`config.mk`:
```
export PLATFORM = sky130hd
export DESIGN_NAME = cedf_framer
export DESIGN_NICKNAME = d
export VERILOG_FILES = /design/src/rtl/cedf_pkg.sv /design/src/rtl/cedf_framer.sv
export SDC_FILE = /design/constraint.sdc
export NUM_CORES = 2
export LEC_CHECK = 0
export BUFFER_PORTS_ARGS = -buffer_cell sky130_fd_sc_hd__buf_2
export CAP_MARGIN = 0
export CORE_MARGIN = 1.5
export CORE_UTILIZATION = 50
export CTS_CLUSTER_SIZE = 20
export DETAILED_ROUTE_END_ITERATION = 8
export PLACE_DENSITY = 0.74
export SLEW_MARGIN = 20
export SYNTH_ARGS = -nofsm -noshare
export SYNTH_HDL_FRONTEND = slang
export SYNTH_SLANG_ARGS = --single-unit
```
`constraint.sdc`:
```
create_clock -name clock -period 44.7 [get_ports clock]
set_input_delay 4.47 -clock clock [delete_from_list [all_inputs] [get_ports clock]]
set_output_delay 4.47 -clock clock [all_outputs]
set_load 0.02 [all_outputs]
```
`src/rtl/cedf_pkg.sv`:
```
// Constants for the CCD event detector and serial word framer.
// Assumes one pixel-rate clock and a host on a simple register port.
package cedf_pkg;
	localparam logic [7:0] CEDF_REG_CTRL = 8'h00;
	localparam logic [7:0] CEDF_REG_THRESH = 8'h04;
	localparam logic [7:0] CEDF_REG_OFFSET = 8'h08;
	localparam logic [7:0] CEDF_REG_WINPOS = 8'h0C;
	localparam logic [7:0] CEDF_REG_WINSIZE = 8'h10;
	localparam logic [7:0] CEDF_REG_STATUS = 8'h14;
	localparam logic [7:0] CEDF_REG_TIMER = 8'h18;
	localparam logic [7:0] CEDF_REG_PAT = 8'h40;
	localparam int CEDF_CTRL_LEN80 = 3;
	localparam int CEDF_CTRL_OVSCAN = 4;
	localparam int CEDF_CTRL_CHKOUT = 5;
	localparam logic [5:0] CEDF_CTRL_RST = 6'h00;
	localparam logic [11:0] CEDF_THRESH_RST = 12'h000;
	localparam logic [11:0] CEDF_OFFSET_RST = 12'h000;
	localparam int CEDF_NPAT = 31;
	localparam int CEDF_CENTER = 12;
	localparam logic [4:0] CEDF_UNCLASS = 5'h1F;
	localparam logic [2:0] CEDF_TRL_MODE = 3'h7;
	localparam logic [6:0] CEDF_LEN64 = 7'h40;
	localparam logic [6:0] CEDF_LEN80 = 7'h50;
	typedef enum logic [2:0] {
		CEDF_IDLE,
		CEDF_HDR,
		CEDF_RUN,
		CEDF_EVT,
		CEDF_TRL
	} cedf_state_t;
endpackage

```
`src/rtl/cedf_framer.sv`:
```
// Event qualification, 3x3 classification and serial word framing.
// Assumes an upstream window generator presenting each pixel with its
// 5x5 neighbourhood, and a host register port with one-cycle strobes.
//
// Implementation choices: the address map and strobed register access.
`timescale 1ns/1ps
module cedf_framer
	import cedf_pkg::*;
#(
	parameter int ADDR_W = 8
) (
	input wire logic clock,
	input wire logic rst,
	input wire logic [ADDR_W-1:0] reg_addr,
	input wire logic [31:0] reg_wdata,
	input wire logic reg_wr,
	input wire logic reg_rd,
	output logic [31:0] reg_rdata,
	input wire logic frame_start,
	input wire logic [2:0] chip_id,
	input wire logic frame_end,
	input wire logic pix_valid,
	input wire logic pix_qual,
	input wire logic [10:0] pix_x,
	input wire logic [9:0] pix_y,
	input wire logic [24:0][11:0] pix_nbhd,
	input wire logic [24:0] pix_dead,
	output logic in_ready,
	output logic ser_data,
	output logic ser_frame,
	output logic ser_start
);
	typedef struct packed {
		cedf_state_t st;
		logic [79:0] sh;
		logic [6:0] cnt;
		logic sdata;
		logic sframe;
		logic sstart;
		logic rdy;
		logic [31:0] rdata;
		logic [5:0] ctrl;
		logic [11:0] thr;
		logic [11:0] ofs;
		logic [20:0] wpos;
		logic [20:0] wsz;
		logic [30:0][8:0] pat;
		logic [2:0] chip;
		logic [15:0] evc;
		logic [31:0] tmr;
	} cedf_core_t;

	cedf_core_t state_reg;
	cedf_core_t state_next;
	logic [24:0][11:0] corr;
	logic [24:0] hit;
	logic [7:0] sig;
	logic [16:0] pattern_energy_sum;
	logic [16:0] inner_ring_energy_sum;
	logic [16:0] outer_ring_energy_sum;
	logic [5:0] psel;
	logic locmax;
	logic [4:0] code;
	logic qual;
	logic keep;
	logic len80;
	logic ovs;
	logic chk;
	logic [6:0] lenm1;
	logic ld;
	logic [79:0] ldw;
	cedf_state_t ldst;
	logic acc_pix;
	logic acc_end;
	logic acc_start;

	function automatic logic is_inner(input int i);
		return (i / 5 >= 1) && (i / 5 <= 3) && (i % 5 >= 1) && (i % 5 <= 3)
			&& (i != CEDF_CENTER);
	endfunction

	function automatic logic [16:0] sat(input logic [16:0] v, input int w);
		logic [16:0] lim;
		lim = 17'((32'h1 << w) - 32'h1);
		return (v > lim) ? lim : v;
	endfunction

	// Bit 5 flags a hit in the pattern table window, low bits give the entry
	function automatic logic [5:0] pat_sel(input logic [ADDR_W-1:0] a);
		logic [7:0] off;
		off = 8'(a) - CEDF_REG_PAT;
		if (8'(a) >= CEDF_REG_PAT && off[1:0] == 2'h0 && off[7:2] < 6'(CEDF_NPAT)) begin
			return {1'b1, off[6:2]};
		end else begin
			return 6'h00;
		end
	endfunction

	function automatic logic [20:0] pos21(input logic o, input logic [20:0] p);
		return o ? p : {1'b0, p[19:0]};
	endfunction

	assign len80 = state_reg.ctrl[CEDF_CTRL_LEN80];
	assign ovs = state_reg.ctrl[CEDF_CTRL_OVSCAN];
	assign chk = state_reg.ctrl[CEDF_CTRL_CHKOUT];
	assign psel = pat_sel(reg_addr);
	assign lenm1 = (len80 ? CEDF_LEN80 : CEDF_LEN64) - 7'h01;
	assign acc_start = frame_start && state_reg.rdy && state_reg.st == CEDF_IDLE;
	assign acc_end = frame_end && state_reg.rdy && state_reg.st == CEDF_RUN;
	assign acc_pix = pix_valid && state_reg.rdy && state_reg.st == CEDF_RUN && !frame_end;

	// Pixel path: dead removal, offset, threshold, proximity and pattern
	always_comb begin
		int k;
		k = 0;
		sig = 8'h00;
		pattern_energy_sum = 17'h0;
		inner_ring_energy_sum = 17'h0;
		outer_ring_energy_sum = 17'h0;
		locmax = 1'b1;
		for (int i = 0; i < 25; i++) begin
			if (pix_dead[i]) begin
				corr[i] = 12'h000;
			end else if (pix_nbhd[i] > state_reg.ofs) begin
				corr[i] = pix_nbhd[i] - state_reg.ofs;
			end else begin
				corr[i] = 12'h000;
			end
			hit[i] = corr[i] > state_reg.thr;
		end
		for (int i = 0; i < 25; i++) begin
			if (i != CEDF_CENTER) begin
				if (hit[i] && corr[i] > corr[CEDF_CENTER]) begin
					locmax = 1'b0;
				end
				if (is_inner(i)) begin
					sig[k] = hit[i];
					if (hit[i]) begin
						pattern_energy_sum = pattern_energy_sum + 17'(corr[i]);
					end else begin
						inner_ring_energy_sum = inner_ring_energy_sum + 17'(corr[i]);
					end
					k = k + 1;
				end else begin
					outer_ring_energy_sum = outer_ring_energy_sum + 17'(corr[i]);
				end
			end
		end
		code = CEDF_UNCLASS;
		for (int j = CEDF_NPAT - 1; j >= 0; j--) begin
			if (state_reg.pat[j][8] && state_reg.pat[j][7:0] == sig) begin
				code = 5'(j);
			end
		end
		// Dead centre never qualifies, whatever its raw value
		qual = pix_qual && !pix_dead[CEDF_CENTER] && hit[CEDF_CENTER];
		// Checkout lets tracks and duplicates through for diagnosis
		keep = qual && (chk || (locmax && code != CEDF_UNCLASS));
	end

	// Word formatting and sequencing
	always_comb begin
		logic [20:0] p;
		logic [16:0] a;
		logic [16:0] b;
		logic [16:0] c;
		p = ovs ? {pix_x, pix_y} : {1'b0, pix_x[9:0], pix_y};
		a = sat(pattern_energy_sum, len80 ? 14 : 9);
		b = sat(inner_ring_energy_sum, len80 ? 13 : 8);
		c = sat(outer_ring_energy_sum, len80 ? 14 : 8);
		ld = 1'b0;
		ldw = 80'h0;
		ldst = CEDF_IDLE;
		state_next = state_reg;
		state_next.sstart = 1'b0;
		state_next.rdata = 32'h0;
		state_next.tmr = state_reg.tmr + 32'h1;
		case (state_reg.st)
			CEDF_IDLE: begin
				if (acc_start) begin
					state_next.chip = chip_id;
					state_next.evc = 16'h0;
					ld = 1'b1;
					ldst = CEDF_HDR;
					// Window fields are 21 bits wide with overscan and 20 bits without
					if (ovs) begin
						ldw = {1'b1, chip_id, state_reg.ctrl[2:0], state_reg.wpos,
							state_reg.wsz, 31'h0};
					end else begin
						ldw = {1'b1, chip_id, state_reg.ctrl[2:0], state_reg.wpos[19:0],
							state_reg.wsz[19:0], 33'h0};
					end
				end
			end
			CEDF_RUN: begin
				if (acc_end) begin
					ld = 1'b1;
					ldst = CEDF_TRL;
					ldw = {1'b1, state_reg.chip, CEDF_TRL_MODE, state_reg.tmr,
						state_reg.evc, 25'h0};
				end else if (acc_pix) begin
					if (qual) begin
						state_next.evc = state_reg.evc + 16'h1;
					end
					if (keep) begin
						ld = 1'b1;
						ldst = CEDF_EVT;
						if (len80) begin
							ldw = ovs ? {1'b0, p, code, a[13:0], b[12:0], c[13:0],
								corr[CEDF_CENTER]}
								: {1'b0, p[19:0], code, a[13:0], b[12:0], c[13:0],
								corr[CEDF_CENTER], 1'b0};
						end else begin
							ldw = ovs ? {1'b0, p, code, a[8:0], b[7:0], c[7:0],
								corr[CEDF_CENTER], 16'h0}
								: {1'b0, p[19:0], code, a[8:0], b[7:0], c[7:0],
								corr[CEDF_CENTER], 17'h0};
						end
					end
				end
			end
			default: begin
				state_next.sh = state_reg.sh << 1;
				state_next.sdata = state_reg.sh[78];
				state_next.cnt = state_reg.cnt + 7'h01;
				if (state_reg.cnt == lenm1) begin
					state_next.sframe = 1'b0;
					state_next.sdata = 1'b0;
					state_next.rdy = 1'b1;
					state_next.st = (state_reg.st == CEDF_TRL) ? CEDF_IDLE : CEDF_RUN;
				end
			end
		endcase
		if (ld) begin
			state_next.st = ldst;
			state_next.sh = ldw;
			state_next.cnt = 7'h00;
			state_next.sdata = ldw[79];
			state_next.sframe = 1'b1;
			state_next.sstart = 1'b1;
			state_next.rdy = 1'b0;
		end
		// Format bits take effect on the next cycle, even in the middle of a word
		if (reg_wr) begin
			if (8'(reg_addr) == CEDF_REG_CTRL) begin
				state_next.ctrl = reg_wdata[5:0];
			end else if (8'(reg_addr) == CEDF_REG_THRESH) begin
				state_next.thr = reg_wdata[11:0];
			end else if (8'(reg_addr) == CEDF_REG_OFFSET) begin
				state_next.ofs = reg_wdata[11:0];
			end else if (8'(reg_addr) == CEDF_REG_WINPOS) begin
				state_next.wpos = reg_wdata[20:0];
			end else if (8'(reg_addr) == CEDF_REG_WINSIZE) begin
				state_next.wsz = reg_wdata[20:0];
			end else if (psel[5]) begin
				state_next.pat[psel[4:0]] = reg_wdata[8:0];
			end
		end
		if (reg_rd) begin
			if (8'(reg_addr) == CEDF_REG_CTRL) begin
				state_next.rdata = {26'h0, state_reg.ctrl};
			end else if (8'(reg_addr) == CEDF_REG_THRESH) begin
				state_next.rdata = {20'h0, state_reg.thr};
			end else if (8'(reg_addr) == CEDF_REG_OFFSET) begin
				state_next.rdata = {20'h0, state_reg.ofs};
			end else if (8'(reg_addr) == CEDF_REG_WINPOS) begin
				state_next.rdata = {11'h0, state_reg.wpos};
			end else if (8'(reg_addr) == CEDF_REG_WINSIZE) begin
				state_next.rdata = {11'h0, state_reg.wsz};
			end else if (8'(reg_addr) == CEDF_REG_STATUS) begin
				state_next.rdata = {13'h0, 3'(state_reg.st), state_reg.evc};
			end else if (8'(reg_addr) == CEDF_REG_TIMER) begin
				state_next.rdata = state_reg.tmr;
			end else if (psel[5]) begin
				state_next.rdata = {23'h0, state_reg.pat[psel[4:0]]};
			end
		end
	end

	always_ff @(posedge clock or posedge rst) begin
		if (rst) begin
			state_reg <= '0;
			state_reg.st <= CEDF_IDLE;
			state_reg.rdy <= 1'b1;
			state_reg.ctrl <= CEDF_CTRL_RST;
			state_reg.thr <= CEDF_THRESH_RST;
			state_reg.ofs <= CEDF_OFFSET_RST;
		end else begin
			state_reg <= state_next;
		end
	end

	assign reg_rdata = state_reg.rdata;
	assign in_ready = state_reg.rdy;
	assign ser_data = state_reg.sdata;
	assign ser_frame = state_reg.sframe;
	assign ser_start = state_reg.sstart;

	property p_hdr_first;
		@(posedge clock) disable iff (rst)
		acc_start |=> state_reg.st == CEDF_HDR && ser_start && ser_data;
	endproperty
	a_hdr_first: assert property (p_hdr_first) else $error("header not sent first");

	property p_evt_id;
		@(posedge clock) disable iff (rst)
		(acc_pix && keep) |=> state_reg.st == CEDF_EVT && ser_start && !ser_data;
	endproperty
	a_evt_id: assert property (p_evt_id) else $error("event word id wrong");

	property p_len64;
		@(posedge clock) disable iff (rst)
		(ser_start && !len80) |-> ##62 ser_frame ##1 (ser_frame && !ser_start) ##1 !ser_frame;
	endproperty
	a_len64: assert property (p_len64) else $error("64-bit word length wrong");

	property p_len80;
		@(posedge clock) disable iff (rst)
		(ser_start && len80) |-> ##78 ser_frame ##1 ser_frame ##1 !ser_frame;
	endproperty
	a_len80: assert property (p_len80) else $error("80-bit word length wrong");

	property p_thresh;
		@(posedge clock) disable iff (rst)
		(acc_pix && !hit[CEDF_CENTER]) |=> state_reg.st == CEDF_RUN && $stable(state_reg.evc);
	endproperty
	a_thresh: assert property (p_thresh) else $error("sub-threshold pixel used");

	property p_dead;
		@(posedge clock) disable iff (rst)
		(acc_pix && pix_dead[CEDF_CENTER]) |=> state_reg.st != CEDF_EVT;
	endproperty
	a_dead: assert property (p_dead) else $error("dead pixel produced event");

	property p_locmax;
		@(posedge clock) disable iff (rst)
		(acc_pix && !chk && !locmax) |=> state_reg.st != CEDF_EVT;
	endproperty
	a_locmax: assert property (p_locmax) else $error("non-maximum centre sent");

	property p_trailer;
		@(posedge clock) disable iff (rst)
		acc_end |=> state_reg.st == CEDF_TRL && ser_start
			&& state_reg.sh[40:25] == $past(state_reg.evc);
	endproperty
	a_trailer: assert property (p_trailer) else $error("trailer missing count");

	property p_ready;
		@(posedge clock) disable iff (rst)
		ser_frame |-> !in_ready;
	endproperty
	a_ready: assert property (p_ready) else $error("ready while shifting");
endmodule

```
==> impl_metrics.env <==
export IMPL_r2r_setup_slack_ps=26880
export IMPL_cts_setup_buffers=0
export IMPL_post_place_ws_ps=23260
export IMPL_synth_largest_area_cell="ha_1"
export IMPL_hold_viol_final=0
export IMPL_die_width_um=378.8
export IMPL_cts_buffers=52
export IMPL_track_usage=0.3646
export IMPL_max_clock_freq_mhz=47.29
export IMPL_slowest_stage="or3_1"
export IMPL_synth_most_common_cell="ha_1"
export IMPL_dpl_cell_area_mm2=0.07493
export IMPL_holdCritPathClass="flip-flop to flip-flop"
export IMPL_clock_sinks=527
export IMPL_drive_gt1_frac=0.1328
export IMPL_die_area_mm2=0.1435
export IMPL_vdd_drop_max_v=0.0001217
export IMPL_grt_pass1_vias=66570
export IMPL_grt_max_degree=116
export IMPL_gp_congestion=1.025
export IMPL_dp_cells=10340
export IMPL_synth_cell_area_mm2=0.07062
export IMPL_final_util=0.5492
export IMPL_hpwlAfterDp_mm=203.3
export IMPL_wl_met2_mm=119.1
export IMPL_fin_skew_ps=27.81
export IMPL_synth_cells=8209
export IMPL_fin_area_mm2=0.07681
export IMPL_rsz0062_at_grt="no"
export IMPL_yosys_top_cells_count="1105 x ha_1, 578 x inv_1, 560 x a21oi_1, 554 x nor2_1, 548 x xnor2_1"
export IMPL_total_power_mw=3.762
export IMPL_stdcell_count=10450
export IMPL_avgSynthCellArea_um2=8.602
export IMPL_fillers=12740
export IMPL_root_buffer="clkbuf_16"
export IMPL_ys_ff_latch=527
export IMPL_routed_wl_mm=268.7
export IMPL_final_min_clock_period_ps=21150
export IMPL_drc=0
export IMPL_num_rows=137
export IMPL_htreeDepth=2
export IMPL_ys_flop_type="dfrtp_1"
export IMPL_drt_initial_drc_count=7077
export IMPL_max_cap_violations=0
export IMPL_tns_ps=0
export IMPL_criticalPathCategory="input port to flip-flop"
export IMPL_ys_async_sr_fraction=1.000
export IMPL_antenna_found_initial=23
export IMPL_setup_viol=0
export IMPL_ys_seq_area_frac=0.1868
export IMPL_coreArea_mm2=0.1399
export IMPL_end_kind="flip-flop"
export IMPL_critPathMaxFanout=16
export IMPL_ant_nets=0
export IMPL_syn_nets=9914
export IMPL_finalWorstSetupSlack_ps=23550
export IMPL_slew_viol_final=0
export IMPL_cp_arrival_ps=21660
export IMPL_cp_slowest_stage_delay_ps=620
export IMPL_drt_pass1_iterations=8
export IMPL_die_h_um=378.8
export IMPL_grt_ovfl_total=0
export IMPL_ctsLongestPathBuffers=3
export IMPL_cts_hold_buf=0
export IMPL_ys_top_cells_by_area="ha_1 20%, dfrtp_1 19%, xnor2_1 6.8%, mux2_2 6.0%, fa_1 5.8%"
export IMPL_ys_warn_count=0
export IMPL_clkTransAtPathRegs_ps=60
export IMPL_cts_tree="yes"
export IMPL_largest_reg_flops=488
export IMPL_dr_wl_met3_mm=24.31
export IMPL_post_cts_resized=0
export IMPL_synth_edf_count=0
export IMPL_grt_pass1_wl_mm=399.9
export IMPL_post_route_period_util=0.4731
export IMPL_clock_latency_ps=650
export IMPL_outcome="completed"
export IMPL_wl_per_cell_um=25.73
export IMPL_area_delta_synth_final_pct=8.774
export IMPL_required_ps=45210
export IMPL_yosys_area_top_type_share=0.1958
export IMPL_whs_ps=480.0
export IMPL_cp_start_kind="input port"
export IMPL_via_per_inst=6.485
export IMPL_fin_nets=10220
export IMPL_leakagePower_nw=36.42
export IMPL_worst_slew_pin_slew_ps=1209
export IMPL_relSlewSlack=0.1733
export IMPL_synthDistinctLibCells=98
export IMPL_vias=67740
export IMPL_start_util=0.5049
export IMPL_power_density_mw_per_mm2=48.98
export IMPL_port_buffers=421
export IMPL_io_pins=433
export IMPL_top_layer="met5"
export IMPL_drt_met1_wl_mm=103.2
==> report_power, final <==
group	internal, mW	switching, mW
combinational	1.04	1.75
clock	0.273	0.205
sequential	0.486	0.0125
total	1.80	1.96
==> per-layer routing <==
metal / GRT usage / up-vias
li1: - / 30620
met1: 0.4492 / 32460
met2: 0.5810 / 3606
met3: 0.06117 / 1041
met4: 0.2538 / 10
met5: 0 / -
==> worst max-delay path, delay by kind of cell <==
family / cells / cell delay [ps]
buffers and inverters: 5 / 540
AOI/OAI and AO/OA: 26 / 6960
and+or+nand+nor: 29 / 5310
adders and majority gates: 12 / 3570
xor gates and xnor gates: 4 / 840
==> layout make-up <==
type	count	area, um^2	share of cell area
Antenna cell	12	30.03	0.0003909
Clock buffer	71	1513	0.01969
Clock inverter	25	329.1	0.004284
Inverter	580	2186	0.02846
Multi-Input combinational cell	6797	54080	0.7041
Sequential cell	527	13200	0.1718
Tap cell	1876	2347	0.03056
Timing Repair Buffer	557	3132	0.04077
==> cell usage in the layout, fill, tap and decap left out, drive strengths merged, types with 105 or more instances in the layout <==
master  netlist  final
ha         1105   1105
nand3       173    173
fa          203    203
mux2        378    378
nor2        555    555
inv         580    578
o21ai       414    414
xnor2       549    549
and2        107    107
nor3        179    179
nand2b      119    119
nand2       507    507
nand4       240    240
a21oi       562    562
dfrtp       526    526
mux2i       105    105
buf         108    557
a21o        205    205
nor2b       115    115
o21bai      148    148
==> final timing paths <==
check | start | depth (start not counted) | end
max | pix_nbhd[72] | 76 | state_reg[496]$_DFFE_PP0P_
min | state_reg[502]$_DFFE_PP0P_ | 1 | state_reg[502]$_DFFE_PP0P_
max reg2reg | state_reg[372]$_DFFE_PP0P_ | 74 | state_reg[496]$_DFFE_PP0P_
min reg2reg | state_reg[502]$_DFFE_PP0P_ | 1 | state_reg[502]$_DFFE_PP0P_
max in group asynchronous | rst | 5 | state_reg[266]$_DFFE_PP0P_
min in group asynchronous | rst | 2 | reg_rdata[7]$_DFF_PP0_
==> logic make-up after synthesis <==
kind of cell	synth area share
AO/OA/AOI/OAI	0.1938
multiplexers	0.07725
AND/OR/NAND/NOR	0.1608
buffers and inverters	0.04940
flip-flops	0.1868
XOR/XNOR	0.07860
adder cells (fa/ha/maj)	0.2533
Power figures use the tool's default switching activity.
